[config.mk]
export PLATFORM = sky130hd
export DESIGN_NAME = frg_access_guard
export DESIGN_NICKNAME = d
export VERILOG_FILES = /design/src/include/frg_pkg.sv /design/src/verilog/frg_perm_table.sv /design/src/verilog/frg_access_guard.sv
export SDC_FILE = /design/constraint.sdc
export NUM_CORES = 1
export LEC_CHECK = 0
export BUFFER_PORTS_ARGS = -buffer_cell sky130_fd_sc_hd__buf_4
export CORE_MARGIN = 2
export CORE_UTILIZATION = 23
export CTS_BUF_LIST = sky130_fd_sc_hd__clkbuf_8 sky130_fd_sc_hd__clkbuf_16
export DETAILED_ROUTE_END_ITERATION = 12
export SETUP_SLACK_MARGIN = 0.4
export SLEW_MARGIN = 20
export SYNTH_ARGS = -nofsm -noshare
export SYNTH_HDL_FRONTEND = slang
export SYNTH_SLANG_ARGS = --single-unit
[constraint.sdc]
create_clock -name clk -period 5.9 [get_ports clk]
set_clock_uncertainty 0.15 [all_clocks]
set_input_delay 1.77 -clock clk [delete_from_list [all_inputs] [get_ports clk]]
set_output_delay 1.77 -clock clk [all_outputs]
set_load 0.005 [all_outputs]
[src/include/frg_pkg.sv]
// Shared constants, types and decoders of the flash and RAM region access guard.
package frg_pkg;

	// Region geometry: 32 regions per memory.
	localparam int unsigned REGION_COUNT = 32;
	localparam int unsigned FLASH_REGION_KIB = 32;
	localparam int unsigned RAM_REGION_KIB = 8;
	localparam int unsigned FLASH_REGION_SHIFT = 15;
	localparam int unsigned RAM_REGION_SHIFT = 13;

	// Address map of the guarded spaces.
	localparam logic [31:0] FLASH_BASE = 32'h0000_0000;
	localparam logic [31:0] FLASH_SPAN = 32'h0010_0000;
	localparam logic [31:0] RAM_BASE = 32'h2000_0000;
	localparam logic [31:0] RAM_SPAN = 32'h0004_0000;
	localparam logic [31:0] FACT_BASE = 32'h00FF_0000;
	localparam logic [31:0] UCFG_BASE = 32'h00FF_8000;
	localparam logic [31:0] CFG_SPAN = 32'h0000_1000;

	// Highest byte offset inside one region.
	localparam logic [14:0] FLASH_REGION_TOP = 15'h7FFF;
	localparam logic [14:0] RAM_REGION_TOP = 15'h1FFF;

	// Permission word layout and reset value.
	localparam int unsigned PERM_W = 5;
	localparam int unsigned PERM_READ = 0;
	localparam int unsigned PERM_WRITE = 1;
	localparam int unsigned PERM_EXEC = 2;
	localparam int unsigned PERM_SECURE = 3;
	localparam int unsigned PERM_LOCK = 4;
	localparam logic [4:0] PERM_RESET = 5'h0F;

	// Callable sub-region descriptors: two per memory, size in 32-byte steps.
	localparam int unsigned CWIN_SLOTS = 2;
	localparam int unsigned CWIN_SIZE_W = 4;
	localparam int unsigned CWIN_GRAIN_SHIFT = 5;
	localparam logic [3:0] CWIN_SIZE_RESET = 4'h0;

	// Which guarded space a transfer falls into.
	typedef enum logic [2:0] {SP_NONE, SP_FLASH, SP_RAM, SP_UCFG, SP_FACT} frg_space_t;

	// True when addr lies in [base, base + span).
	function automatic logic frg_in_range(input logic [31:0] addr, input logic [31:0] base,
		input logic [31:0] span);
		logic [31:0] off;
		off = addr - base;
		return (addr >= base) && (off < span);
	endfunction : frg_in_range

	// Region index: offset inside the space divided by the region size.
	function automatic logic [4:0] frg_region_of(input logic [31:0] addr,
		input logic [31:0] base, input int unsigned shift);
		logic [31:0] off;
		off = (addr - base) >> shift;
		return off[4:0];
	endfunction : frg_region_of

	// Merged callable size for one region: the larger matching descriptor wins.
	function automatic logic [3:0] frg_cwin_size(input logic [4:0] idx, input logic secure,
		input logic [4:0] r0, input logic [3:0] s0, input logic [4:0] r1, input logic [3:0] s1);
		logic [3:0] a;
		logic [3:0] b;
		a = (r0 == idx) ? s0 : 4'h0;
		b = (r1 == idx) ? s1 : 4'h0;
		if (!secure)
			return 4'h0;
		return (a > b) ? a : b;
	endfunction : frg_cwin_size

endpackage : frg_pkg

[src/verilog/frg_perm_table.sv]
`timescale 1ns/1ns
`default_nettype none

// One memory's permission table: 32 words with a registered read port.
module frg_perm_table
	import frg_pkg::*;
(
	// Clock and control.
	input wire logic clk,
	input wire logic srst,
	input wire logic ce,
	// Write port.
	input wire logic wr_en,
	input wire logic [4:0] wr_idx,
	input wire logic [4:0] wr_perm,
	output logic wr_refused,
	// Read port.
	input wire logic [4:0] rd_idx,
	output logic [4:0] rd_perm
);

	logic [4:0] mem_q [REGION_COUNT];
	logic [4:0] rd_q;
	logic refused_q;
	wire locked = mem_q[wr_idx][PERM_LOCK];

	// A locked word keeps its value until reset; the attempt is flagged.
	always_ff @(posedge clk)
	begin
		if (srst)
		begin
			for (int i = 0; i < REGION_COUNT; i++)
				mem_q[i] <= PERM_RESET;
			rd_q <= PERM_RESET;
			refused_q <= 1'b0;
		end
		else if (ce)
		begin
			if (wr_en && !locked)
				mem_q[wr_idx] <= wr_perm;
			refused_q <= wr_en && locked;
			rd_q <= mem_q[rd_idx];
		end
	end

	assign rd_perm = rd_q;
	assign wr_refused = refused_q;

	property p_lock_refuse;
		@(posedge clk) disable iff (srst)
		(ce && wr_en && locked) |=> (mem_q[$past(wr_idx)] == $past(mem_q[wr_idx])) && wr_refused;
	endproperty
	a_lock_refuse: assert property (p_lock_refuse) else $error("Locked permissions changed.");

endmodule : frg_perm_table

`default_nettype wire

[src/verilog/frg_access_guard.sv]
`timescale 1ns/1ns
`default_nettype none

module frg_access_guard
	import frg_pkg::*;
(
	// Clock, reset and clock enable.
	input wire logic clk,
	input wire logic srst,
	input wire logic ce,
	// Permission configuration.
	input wire logic perm_we,
	input wire logic perm_mem_ram,
	input wire logic [4:0] perm_idx,
	input wire logic [4:0] perm_value,
	output logic perm_refused,
	// Callable sub-region descriptors.
	input wire logic cwin_we,
	input wire logic cwin_mem_ram,
	input wire logic cwin_slot,
	input wire logic [4:0] cwin_region,
	input wire logic [3:0] cwin_size,
	// Transfer request from a master.
	input wire logic req_valid,
	input wire logic [31:0] req_addr,
	input wire logic req_write,
	input wire logic req_fetch,
	input wire logic req_secure,
	input wire logic req_core,
	input wire logic req_err_capable,
	input wire logic debug_active,
	// Memory side.
	output logic mem_we,
	input wire logic [31:0] mem_rdata,
	// Response toward the master.
	output logic resp_valid,
	output logic resp_blocked,
	output logic resp_in_cwin,
	output logic [31:0] resp_rdata,
	output logic bus_error,
	// Faults and events.
	output logic security_violation_exception,
	output logic bus_protection_exception,
	output logic flash_access_error_event,
	output logic ram_access_error_event,
	input wire logic access_irq_enable,
	output logic access_irq
);

	// Address decode of the incoming transfer.
	wire in_flash = frg_in_range(req_addr, FLASH_BASE, FLASH_SPAN);
	wire in_ram = frg_in_range(req_addr, RAM_BASE, RAM_SPAN);
	wire in_ucfg = frg_in_range(req_addr, UCFG_BASE, CFG_SPAN);
	wire in_fact = frg_in_range(req_addr, FACT_BASE, CFG_SPAN);
	wire [4:0] flash_rd_idx = frg_region_of(req_addr, FLASH_BASE, FLASH_REGION_SHIFT);
	wire [4:0] ram_rd_idx = frg_region_of(req_addr, RAM_BASE, RAM_REGION_SHIFT);
	frg_space_t space_d;
	assign space_d = in_flash ? SP_FLASH : in_ram ? SP_RAM : in_ucfg ? SP_UCFG :
		in_fact ? SP_FACT : SP_NONE;

	// Configuration writes steered to the addressed table.
	wire flash_we = perm_we && !perm_mem_ram;
	wire ram_we = perm_we && perm_mem_ram;
	logic flash_refused;
	logic ram_refused;
	logic [4:0] flash_perm;
	logic [4:0] ram_perm;

	// Separate tables keep each region's settings independent.
	frg_perm_table u_flash_tab (
		.clk(clk),
		.srst(srst),
		.ce(ce),
		.wr_en(flash_we),
		.wr_idx(perm_idx),
		.wr_perm(perm_value),
		.wr_refused(flash_refused),
		.rd_idx(flash_rd_idx),
		.rd_perm(flash_perm)
	);

	frg_perm_table u_ram_tab (
		.clk(clk),
		.srst(srst),
		.ce(ce),
		.wr_en(ram_we),
		.wr_idx(perm_idx),
		.wr_perm(perm_value),
		.wr_refused(ram_refused),
		.rd_idx(ram_rd_idx),
		.rd_perm(ram_perm)
	);

	assign perm_refused = flash_refused || ram_refused;

	// Callable descriptors, two per memory.
	logic [4:0] fcwin_reg_q [CWIN_SLOTS];
	logic [3:0] fcwin_size_q [CWIN_SLOTS];
	logic [4:0] rcwin_reg_q [CWIN_SLOTS];
	logic [3:0] rcwin_size_q [CWIN_SLOTS];

	// Descriptors are plain storage; validity is judged at lookup time.
	always_ff @(posedge clk)
	begin
		if (srst)
		begin
			for (int i = 0; i < CWIN_SLOTS; i++)
			begin
				fcwin_reg_q[i] <= 5'h00;
				fcwin_size_q[i] <= CWIN_SIZE_RESET;
				rcwin_reg_q[i] <= 5'h00;
				rcwin_size_q[i] <= CWIN_SIZE_RESET;
			end
		end
		else if (ce && cwin_we)
		begin
			if (cwin_mem_ram)
			begin
				rcwin_reg_q[cwin_slot] <= cwin_region;
				rcwin_size_q[cwin_slot] <= cwin_size;
			end
			else
			begin
				fcwin_reg_q[cwin_slot] <= cwin_region;
				fcwin_size_q[cwin_slot] <= cwin_size;
			end
		end
	end

	// Transfer attributes held while the table lookup completes.
	logic s1_valid_q;
	logic [31:0] s1_addr_q;
	logic s1_write_q;
	logic s1_fetch_q;
	logic s1_secure_q;
	logic s1_core_q;
	logic s1_errcap_q;
	logic s1_debug_q;
	frg_space_t s1_space_q;

	// The lookup stage is one register deep, matching the table read.
	always_ff @(posedge clk)
	begin
		if (srst)
		begin
			s1_valid_q <= 1'b0;
			s1_addr_q <= 32'h0000_0000;
			s1_write_q <= 1'b0;
			s1_fetch_q <= 1'b0;
			s1_secure_q <= 1'b0;
			s1_core_q <= 1'b0;
			s1_errcap_q <= 1'b0;
			s1_debug_q <= 1'b0;
			s1_space_q <= SP_NONE;
		end
		else if (ce)
		begin
			s1_valid_q <= req_valid;
			s1_addr_q <= req_addr;
			s1_write_q <= req_write;
			s1_fetch_q <= req_fetch && !req_write;
			s1_secure_q <= req_secure;
			s1_core_q <= req_core;
			s1_errcap_q <= req_err_capable;
			s1_debug_q <= debug_active;
			s1_space_q <= space_d;
		end
	end

	// Region attributes of the transfer under check.
	wire s1_is_flash = (s1_space_q == SP_FLASH);
	wire s1_is_ram = (s1_space_q == SP_RAM);
	wire s1_is_cfg = (s1_space_q == SP_UCFG) || (s1_space_q == SP_FACT);
	wire [4:0] s1_perm = s1_is_flash ? flash_perm : ram_perm;
	wire [4:0] s1_fidx = frg_region_of(s1_addr_q, FLASH_BASE, FLASH_REGION_SHIFT);
	wire [4:0] s1_ridx = frg_region_of(s1_addr_q, RAM_BASE, RAM_REGION_SHIFT);
	wire s1_reg_secure = s1_perm[PERM_SECURE];

	// Callable size: zero unless the region is secure and a descriptor names it.
	wire [3:0] fcwin_len = frg_cwin_size(s1_fidx, flash_perm[PERM_SECURE], fcwin_reg_q[0],
		fcwin_size_q[0], fcwin_reg_q[1], fcwin_size_q[1]);
	wire [3:0] rcwin_len = frg_cwin_size(s1_ridx, ram_perm[PERM_SECURE], rcwin_reg_q[0],
		rcwin_size_q[0], rcwin_reg_q[1], rcwin_size_q[1]);
	wire [3:0] cwin_len = s1_is_flash ? fcwin_len : rcwin_len;
	wire [14:0] cwin_bytes = {6'h00, cwin_len, 5'h00};

	// Distance from the region top decides membership of the callable window.
	wire [14:0] reg_top = s1_is_flash ? FLASH_REGION_TOP : RAM_REGION_TOP;
	wire [14:0] reg_off = s1_is_flash ? s1_addr_q[14:0] : {2'b00, s1_addr_q[12:0]};
	wire [14:0] top_dist = reg_top - reg_off;
	wire s1_in_cwin = (s1_is_flash || s1_is_ram) && (cwin_len != 4'h0) &&
		(top_dist < cwin_bytes);

	// A non-secure call may only enter through the callable window by fetching.
	wire cwin_entry = s1_in_cwin && s1_fetch_q;
	wire mem_sec_viol = s1_reg_secure && !s1_secure_q && !cwin_entry;
	wire cfg_sec_viol = !s1_secure_q;

	// Debug stepping relaxes execute checks in flash and in the configuration areas, not in RAM.
	wire exec_ok = s1_perm[PERM_EXEC] || (s1_debug_q && s1_is_flash);
	wire mem_perm_viol = s1_fetch_q ? !exec_ok :
		s1_write_q ? !s1_perm[PERM_WRITE] : !s1_perm[PERM_READ];
	wire cfg_fetch_viol = s1_fetch_q && !s1_debug_q;
	wire fact_write_viol = (s1_space_q == SP_FACT) && s1_write_q;
	wire cfg_perm_viol = cfg_fetch_viol || fact_write_viol;

	// Combined verdict; unguarded addresses pass untouched.
	wire sec_viol = s1_valid_q && (((s1_is_flash || s1_is_ram) && mem_sec_viol) ||
		(s1_is_cfg && cfg_sec_viol));
	wire perm_viol = s1_valid_q && (((s1_is_flash || s1_is_ram) && mem_perm_viol) ||
		(s1_is_cfg && cfg_perm_viol));
	wire viol = sec_viol || perm_viol;

	// Fault and event routing by master type.
	wire core_sec = s1_core_q && sec_viol;
	wire core_bus = s1_core_q && perm_viol && !sec_viol;
	wire evt_any = viol && !core_sec;
	wire flash_evt_d = evt_any && !s1_is_ram;
	wire ram_evt_d = evt_any && s1_is_ram;

	// The write strobe is gated here so a blocked write never reaches memory.
	assign mem_we = ce && s1_valid_q && s1_write_q && !viol;

	logic resp_valid_q;
	logic resp_blocked_q;
	logic resp_in_cwin_q;
	logic [31:0] rdata_q;
	logic bus_err_q;
	logic sec_exc_q;
	logic bus_exc_q;
	logic flash_evt_q;
	logic ram_evt_q;
	logic irq_q;

	// Response registers; blocked reads never carry memory contents.
	always_ff @(posedge clk)
	begin
		if (srst)
		begin
			resp_valid_q <= 1'b0;
			resp_blocked_q <= 1'b0;
			resp_in_cwin_q <= 1'b0;
			rdata_q <= 32'h0000_0000;
			bus_err_q <= 1'b0;
			sec_exc_q <= 1'b0;
			bus_exc_q <= 1'b0;
			flash_evt_q <= 1'b0;
			ram_evt_q <= 1'b0;
			irq_q <= 1'b0;
		end
		else if (ce)
		begin
			resp_valid_q <= s1_valid_q;
			resp_blocked_q <= viol;
			resp_in_cwin_q <= s1_valid_q && s1_in_cwin;
			rdata_q <= (viol || s1_write_q || !s1_valid_q) ? 32'h0000_0000 : mem_rdata;
			bus_err_q <= viol && s1_errcap_q;
			sec_exc_q <= core_sec;
			bus_exc_q <= core_bus;
			flash_evt_q <= flash_evt_d;
			ram_evt_q <= ram_evt_d;
			irq_q <= (flash_evt_d || ram_evt_d) && access_irq_enable;
		end
	end

	assign resp_valid = resp_valid_q;
	assign resp_blocked = resp_blocked_q;
	assign resp_in_cwin = resp_in_cwin_q;
	assign resp_rdata = rdata_q;
	assign bus_error = bus_err_q;
	assign security_violation_exception = sec_exc_q;
	assign bus_protection_exception = bus_exc_q;
	assign flash_access_error_event = flash_evt_q;
	assign ram_access_error_event = ram_evt_q;
	assign access_irq = irq_q;

	property p_read_zero;
		@(posedge clk) disable iff (srst)
		resp_valid && resp_blocked |-> resp_rdata == 32'h0000_0000;
	endproperty
	a_read_zero: assert property (p_read_zero) else $error("Blocked read leaked data.");

	property p_block_write;
		@(posedge clk) disable iff (srst)
		ce && viol |-> !mem_we ##1 resp_blocked;
	endproperty
	a_block_write: assert property (p_block_write) else $error("Blocked write passed.");

	property p_sec_no_event;
		@(posedge clk) disable iff (srst)
		security_violation_exception |-> !flash_access_error_event && !ram_access_error_event;
	endproperty
	a_sec_no_event: assert property (p_sec_no_event) else $error("Event on core security fault.");

	property p_bus_event;
		@(posedge clk) disable iff (srst)
		bus_protection_exception |-> flash_access_error_event || ram_access_error_event;
	endproperty
	a_bus_event: assert property (p_bus_event) else $error("Bus fault without event.");

	property p_precedence;
		@(posedge clk) disable iff (srst)
		ce && core_sec |=> security_violation_exception && !bus_protection_exception;
	endproperty
	a_precedence: assert property (p_precedence) else $error("Bus fault beat security fault.");

	property p_noncore;
		@(posedge clk) disable iff (srst)
		ce && viol && !s1_core_q |=> resp_blocked && !security_violation_exception &&
			!bus_protection_exception && (flash_access_error_event != ram_access_error_event);
	endproperty
	a_noncore: assert property (p_noncore) else $error("Non-core violation misreported.");

	property p_cfg_fetch;
		@(posedge clk) disable iff (srst)
		ce && s1_valid_q && s1_is_cfg && s1_fetch_q && !s1_debug_q |=> resp_blocked;
	endproperty
	a_cfg_fetch: assert property (p_cfg_fetch) else $error("Config area fetch allowed.");

	property p_irq;
		@(posedge clk) disable iff (srst)
		access_irq |-> (flash_access_error_event || ram_access_error_event) && $past(access_irq_enable);
	endproperty
	a_irq: assert property (p_irq) else $error("Interrupt without enabled event.");

	property p_nonsecure_cwin;
		@(posedge clk) disable iff (srst)
		ce && s1_valid_q && s1_is_flash && !flash_perm[PERM_SECURE] |=> !resp_in_cwin;
	endproperty
	a_nonsecure_cwin: assert property (p_nonsecure_cwin) else $error("Callable in open region.");

endmodule : frg_access_guard

`default_nettype wire

==> results of run 1 <==
Yosys cell counts (3+ instances only):
cell / instances / area share [%]
nor2_1: 62 / 1.1
dfxtp_1: 76 / 7.5
mux4_2: 95 / 10
mux2i_1: 32 / 1.6
nand3b_1: 3 / 0.11
a22o_1: 34 / 1.5
a22oi_1: 3 / 0.11
o21ai_0: 6 / 0.15
buf_6: 4 / 0.22
nand2_1: 34 / 0.63
o21bai_1: 64 / 2.4
nand2b_1: 10 / 0.31
o22ai_1: 3 / 0.092
xor2_1: 6 / 0.26
buf_1: 15 / 0.28
nand4_1: 7 / 0.21
a21oi_1: 30 / 0.74
nand2_2: 3 / 0.092
xnor2_1: 17 / 0.73
edfxtp_1: 356 / 52
and3_1: 7 / 0.21
buf_4: 3 / 0.11
a31oi_1: 3 / 0.092
clkbuf_2: 3 / 0.074
nor3_1: 74 / 1.8
o211ai_1: 3 / 0.11
nand3_1: 17 / 0.42
inv_1: 16 / 0.29
ha_1: 13 / 0.80
and2_1: 47 / 1.4
nor2b_1: 5 / 0.15
buf_2: 14 / 0.34
a221o_1: 3 / 0.15
nor4_1: 5 / 0.15
or2_2: 15 / 0.46
a32o_1: 3 / 0.15
clkbuf_1: 137 / 2.5
or3_1: 260 / 8.0
worst min-delay path: stages, from the launching register on:
cell and delay (ns):
dfxtp_1 0.30, nand2b_1 0.06, a21oi_1 0.05
state kept, by name (all words and copies together) (netlist names), 3 cells and up:
register             flops
resp_rdata              32
rcwin_reg_q             10
u_ram_tab.rd_perm        4
fcwin_reg_q             10
rcwin_size_q             8
u_flash_tab.mem_q      160
u_ram_tab.mem_q        160
u_flash_tab.rd_perm      4
s1_space_q               3
s1_addr_q               15
fcwin_size_q             8
logic make-up (layout without fill, tap and decap cells):
kind of cell	Yosys count	count (layout)	share of synthesized area, %
AOI/OAI and AO/OA	172	172	6.37
xor gates and xnor gates	23	23	0.987
adders and majority gates	13	13	0.797
buffers and inverters	193	282	3.86
DFF	432	432	59.9
muxes	129	129	12.3
and+or+nand+nor	562	562	15.8
repair_timing:
action	in CTS	in global routing
pin swaps	21	12
setup endpoints to repair	1	1
gates resized for setup	23	8
setup buffers	8	0
power groups by stage:
| stage | clock network [mW] | registers, mW | logic [mW] |
|---|---|---|---|
| floorplan | 0 | 3.42 | 0.285 |
| global placement | 0 | 3.43 | 0.440 |
| detailed placement | 0 | 3.43 | 0.449 |
| CTS | 2.97 | 3.37 | 0.460 |
| global route | 3.08 | 3.37 | 0.499 |
| finish | 2.91 | 3.37 | 0.460 |
routing by layer:
layer	track usage (%)	vias up
li1	-	5940
met1	14.5	6549
met2	19.2	384
met3	2.09	71
met4	3.01	4
met5	0	-
layout make-up:
class                   count  share of cell area, %
repair buffers            183                   5.87
multi-input cells         899                   31.1
clock inverters            32                   1.24
inverters                  17                  0.263
flip-flops and latches    432                   50.4
well taps                1165                   6.01
clock buffers              50                   5.07
per-stage QoR:
stage / instances / utilization, %
2_1_floorplan: 1524 / -
3_3_place_gp: 2688 / 25.5
3_5_place_dp: 2688 / 25.5
4_1_cts: 2778 / 27.5
5_1_grt: 2778 / 27.5
6_report: 2778 / 27.5
path summary, 6_finish.rpt:
check	startpoint	endpoint	slack, ns	cells past startpoint
worst max-delay path	rcwin_reg_q[0][3]	mem_we	-0.37	20
worst min-delay path	u_flash_tab.wr_refused	u_flash_tab.wr_refused	0.31	2
worst max register to register	rcwin_reg_q[0][3]	resp_rdata[28]	1.39	21
worst min register to register	u_flash_tab.wr_refused	u_flash_tab.wr_refused	0.31	2
==> out/qor.txt, run 1 <==
Status -> complete, but fails checks
Failing checks -> negative setup slack
Critical Path End Type -> output port
Drt via density -> 4.66
Global route total overflow -> 0
Max stage delay on crit path -> 0.37 ns
Mapped Cells -> 1524
Final worst-path cycle share -> 106%
First-pass GRT wire length -> 79200 µm
Die H -> 302 µm
Max-slew violations -> 0
Worst skew pair latency -> 0.61 ns
Setup ws final -> -0.371 ns
Number of synthesized flops with an enable pin -> 356
Switch Pwr -> 1.55 mW
Critical path type -> flop to output port
Clock buffer depth -> 3
WP buf/inv -> 1
Highest routed metal layer -> met5
IO Count -> 142
CTS tree -> done
LEAKAGE -> 6.96 nW
Area of the multi-input gates -> 7550 µm²
Syn nets -> 1636
Design area -> 24200 µm²
Fill cells -> 8942
Die footprint -> 91100 µm²
CTS Hold Bufs -> 0
Count of state elements after synthesis -> 432
Min Hold Slack -> 0.313 ns
Ys flop type -> edfxtp_1
Met2 Wirelength -> 25600 µm
WP data required -> 3.98 ns
Pin count of the biggest net entering global routing -> 65
Total Routing Usage GR -> 11.2%
Syn avg cell area -> 13.4 µm²
Slowest stage cell, crit path -> edfxtp_1
IO Port Bufs -> 136
Endpoints failing setup -> 1
Vias in the first global route -> 13100
P per Cell Area -> 278 nW/µm²
Share of cells above drive strength 1 -> 24.9%
Clock sink total -> 432
Crit path DAT -> 4.35 ns
Metal3 WL -> 3160 µm
DP HPWL -> 32900 µm
Inserted Clock Buffers -> 48
Synth unique cells -> 67
M1 WL -> 22400 µm
Measured slew at the worst slew-check pin -> 0.915 ns
Worst-path clk slew -> 0.06 ns
Setup TNS -> -0.371 ns
CP Launch Type -> flop
Period minus WS final -> 6.27 ns
Switching power share of the total -> 23.0%
Routed WL per cell -> 18.8 µm
DRT iter0 DRCs -> 1035
Worst-path cell chain -> xnor2_1, nand3_2, nor3_4, and2_4, ha_4, nor2b_4, o211ai_1, a21boi_1, and4b_2, a221o_1, a21oi_2, ha_4, nor4bb_4, nand4_1, a21oi_2, and3_4, o21ai_4, a21o_1, nor2_2, buf_4
Root Buffer -> clkbuf_16
Async set-reset flop share out of synthesis -> 0%
Internal power -> 5.19 mW
DRC -> 0
Sequential share of the synthesized area -> 59.9%
Placed Area -> 22500 µm²
Max_slew headroom -> 39.0%
Max IR drop VDD -> 0.000223 V
Power Total -> 6.74 mW
Ant diodes -> 0
Most common cell after layout, fill and taps aside -> edfxtp_1
Overall routed net length -> 52200 µm
Core area -> 88100 µm²
Hold Fails Final Rpt -> 0
Initial antenna violation count -> 2
F_max -> 159 MHz
Clock share of power -> 43.2%
# nets final -> 1693
Synthesized area -> 20400 µm²
Starting Density -> 23.2%
Antenna Nets Post-Route -> 0
YS warnings -> 0
GP Congestion -> 0.806
Crit Path Max Fanout -> 5
Die X -> 302 µm
Most frequent cells in the layout -> edfxtp_1 (356), or3_1 (260), buf_4 (179)
Top Family by Delay on Critical Path -> simple AND/OR/NAND/NOR gates
Worst Hold Class -> flop to flop
Seq pwr share -> 49.9%
CTS H-tree depth -> 2
Max-cap viol count -> 0
Pre-CTS setup slack -> -0.0707 ns
Vias -> 12900
Syn-to-layout area delta -> 18.9%
Drt pass-1 iters -> 5
Unrepaired setup endpoints after global routing -> true
Sequential cell area -> 12200 µm²
Gate power share -> 6.8%
Floorplan row count -> 109
(Power assumes the default switching activity.)
==> inputs of run 2 (changes only) <==
--- a/config.mk
+++ b/config.mk
@@ -10,6 +10,7 @@
 export CORE_UTILIZATION = 23
 export CTS_BUF_LIST = sky130_fd_sc_hd__clkbuf_8 sky130_fd_sc_hd__clkbuf_16
 export DETAILED_ROUTE_END_ITERATION = 12
+export PLACE_DENSITY = 0.42
 export SETUP_SLACK_MARGIN = 0.4
 export SLEW_MARGIN = 20
 export SYNTH_ARGS = -nofsm -noshare
==> run 2 against run 1 <==
The run still ends with negative setup slack left. Sequential power barely moved. Utilization barely moved. Power rose by 0.84%. Via count fell by 2.1%. Clock-buffer cell count rose by 1. Maximum frequency barely moved. Clock power rose by 2%. First-iteration DRC count fell by 5.6%. Combinational power rose by 2%. Register-to-register slack got worse by 0.04 ns. Critical path type unchanged. Largest power group unchanged.
==> out/qor.txt, run 2 (same netlist as run 1, synthesis figures left out) <==
Status -> complete, but fails checks
Failing checks -> negative setup slack
Clock sink total -> 432 (unchanged)
IO Count -> 142 (unchanged)
Initial antenna violation count -> 2 (unchanged)
DRC -> 0 (unchanged)
Most common cell after layout, fill and taps aside -> edfxtp_1
DP HPWL -> 34200 µm (+3.9%)
P per Cell Area -> 280 nW/µm² (+0.67%)
Measured slew at the worst slew-check pin -> 1.02 ns (+0.105 ns)
Post-layout utilization of the core -> 27.6% (+0.046 points)
WP data required -> 3.98 ns (about the same)
Switch Pwr -> 1.60 mW (+3.5%)
Endpoints failing setup -> 1 (unchanged)
Die footprint -> 91100 µm² (unchanged)
Period minus WS final -> 6.28 ns (+0.00528 ns)
Max stage delay on crit path -> 0.35 ns (-0.02 ns)
WP buf/inv -> 3 (+2)
Core area -> 88100 µm² (unchanged)
Critical path type -> flop to output port
Critical Path End Type -> output port
F_max -> 159 MHz (about the same)
CTS tree -> done
Root Buffer -> clkbuf_16
First-pass GRT wire length -> 84800 µm (+7.1%)
# nets final -> 1695 (+0.12%)
Max-cap viol count -> 0 (unchanged)
WP depth -> 20 (unchanged)
Beginning of the critical path -> s1_addr_q[14]
Worst-path cell chain -> buf_6, xor2_4, nor3_4, buf_4, and2_1, ha_1, nand4_1, a21boi_1, and4b_2, a221o_1, a21oi_2, ha_2, nand4_1, nor2_2, a21oi_2, and3_4, o21ai_4, a21o_1, nor2_2, buf_4
Hold Fails Final Rpt -> 0 (unchanged)
Floorplan row count -> 109 (unchanged)
Max-slew violations -> 0 (unchanged)
CTS H-tree depth -> 2 (unchanged)
Die X -> 302 µm (unchanged)
Crit path DAT -> 4.36 ns (about the same)
Top Family by Delay on Critical Path -> simple AND/OR/NAND/NOR gates
Crit Path Max Fanout -> 4 (-1)
Total Routing Usage GR -> 12.3% (+1.1 points)
Max IR drop VDD -> 0.000217 V (-3.0%)
Inserted Clock Buffers -> 50 (+4.2%)
Seq pwr share -> 49.5% (-0.4 points)
CP Launch Type -> flop
Most frequent cells in the layout -> edfxtp_1 (356), or3_1 (260), buf_4 (174)
Setup TNS -> -0.377 ns (-0.00528 ns)
Worst skew pair latency -> 0.60 ns (about the same)
Antenna Nets Post-Route -> 0 (unchanged)
Setup ws final -> -0.377 ns (-0.00528 ns)
Vias -> 12700 (-2.1%)
Worst-path clk slew -> 0.05 ns (about the same)
Unrepaired setup endpoints after global routing -> true
Ant diodes -> 0 (unchanged)
Syn-to-layout area delta -> 19.1%
Switching power share of the total -> 23.6% (+0.61 points)
Routed WL per cell -> 20.3 µm (+8.0%)
Slowest stage cell, crit path -> a221o_1
Internal power -> 5.19 mW (about the same)
Worst Hold Class -> flop to flop
Clock buffer depth -> 3 (unchanged)
Share of cells above drive strength 1 -> 25.0% (+0.093 points)
DRT iter0 DRCs -> 977 (-5.6%)
Reg-to-Reg Start -> s1_addr_q[14]
Power Total -> 6.80 mW (+0.84%)
Hold_sp -> flash_access_error_event
Clock share of power -> 43.6% (+0.4 points)
Overall routed net length -> 56600 µm (+8.4%)
Starting Density -> 23.2% (unchanged)
Fill cells -> 9074 (+1.5%)
IO Port Bufs -> 136 (unchanged)
Global route total overflow -> 0 (unchanged)
Pin count of the biggest net entering global routing -> 82 (+26%)
Reg2reg path depth -> 21 (unchanged)
Drt via density -> 4.55 (-2.5%)
Drt pass-1 iters -> 5 (unchanged)
CTS Hold Bufs -> 0 (unchanged)
Hold Path Depth -> 2 (unchanged)
Final worst-path cycle share -> 106% (about the same)
GP Congestion -> 0.725 (-10%)
Max_slew headroom -> 31.9% (-7.2 points)
LEAKAGE -> 7.00 nW (+0.55%)
Gate power share -> 6.9% (about the same)
Die H -> 302 µm (unchanged)
Vias in the first global route -> 12900 (-1.4%)
run 2: cell count changes in the layout (fill, tap and decap cells not counted), moves of 3 or more:
| cell | delta |
|---|---|
| clkinv_2 | +7 |
| inv_1 | +3 |
| buf_4 | -5 |
| buf_12 | +3 |
| nor2_1 | -3 |
run 2: what timing repair did:
item | in CTS | in global routing
buffers inserted | 3 | 0
cloned | 0 | 0
pin swaps | 20 | 0
resized for setup | 29 | 4
endpoints found under the setup margin | 1 | 1
run 2: cell type report:
cell class / instances / area (µm²) / area share (%)
multi-input cells: 899 / 7520 / 31.0
flip-flops and latches: 432 / 12200 / 50.3
well taps: 1165 / 1460 / 6.00
clock inverters: 41 / 289 / 1.19
inverters: 17 / 63.8 / 0.263
repair buffers: 183 / 1470 / 6.05
clock buffers: 51 / 1260 / 5.21
run 2: metal layers:
layer,routed length (µm),up-vias,track usage (%)
li1,-,5956,-
met1,26600,6402,17.2
met2,26500,248,20.0
met3,2630,62,2.26
met4,869,4,2.57
met5,28,-,0
run 2: worst register-to-register path: stages (launching register included):
cell      delay, ns
dfxtp_2        0.33
buf_6          0.13
xor2_4         0.18
nor3_4         0.22
buf_4          0.14
and2_1         0.15
ha_1           0.27
nand4_1        0.10
a21boi_1       0.17
and4b_2        0.27
a221o_1        0.35
a21oi_2        0.13
ha_2           0.29
nand4_1        0.12
nor2_2         0.06
a21oi_2        0.17
and3_4         0.22
o21ai_4        0.06
buf_4          0.15
a211oi_4       0.24
buf_4          0.37
a22o_1         0.21
run 2: stage by stage:
| stage | hold WS [ns] | cell area (µm²) | setup slack, ns | instances |
|---|---|---|---|---|
| floorplan | 0.291 | 20400 | 0.470 | 1524 |
| global placement | 0.302 | 22600 | -0.0581 | 2693 |
| detailed placement | 0.310 | 22600 | -0.0512 | 2693 |
| CTS | 0.320 | 24300 | -0.382 | 2788 |
| global route | 0.332 | 24300 | -0.622 | 2788 |
| finish | 0.312 | 24300 | -0.377 | 2788 |
run 2: power by group through the flow:
stage	Sequential (mW)	Combinational [mW]	Clock, mW
finish	3.36	0.470	2.96
floorplan	3.42	0.285	0
CTS	3.36	0.478	3.07
detailed placement	3.43	0.470	0
global route	3.37	0.514	3.18
global placement	3.43	0.466	0
run 2: path summary, 6_finish.rpt:
| check | endpoint | slack, ns |
|---|---|---|
| min | flash_access_error_event | 0.31 |
| max | mem_we | -0.38 |
| max reg2reg | resp_rdata[18] | 1.35 |
| min reg2reg | flash_access_error_event | 0.31 |
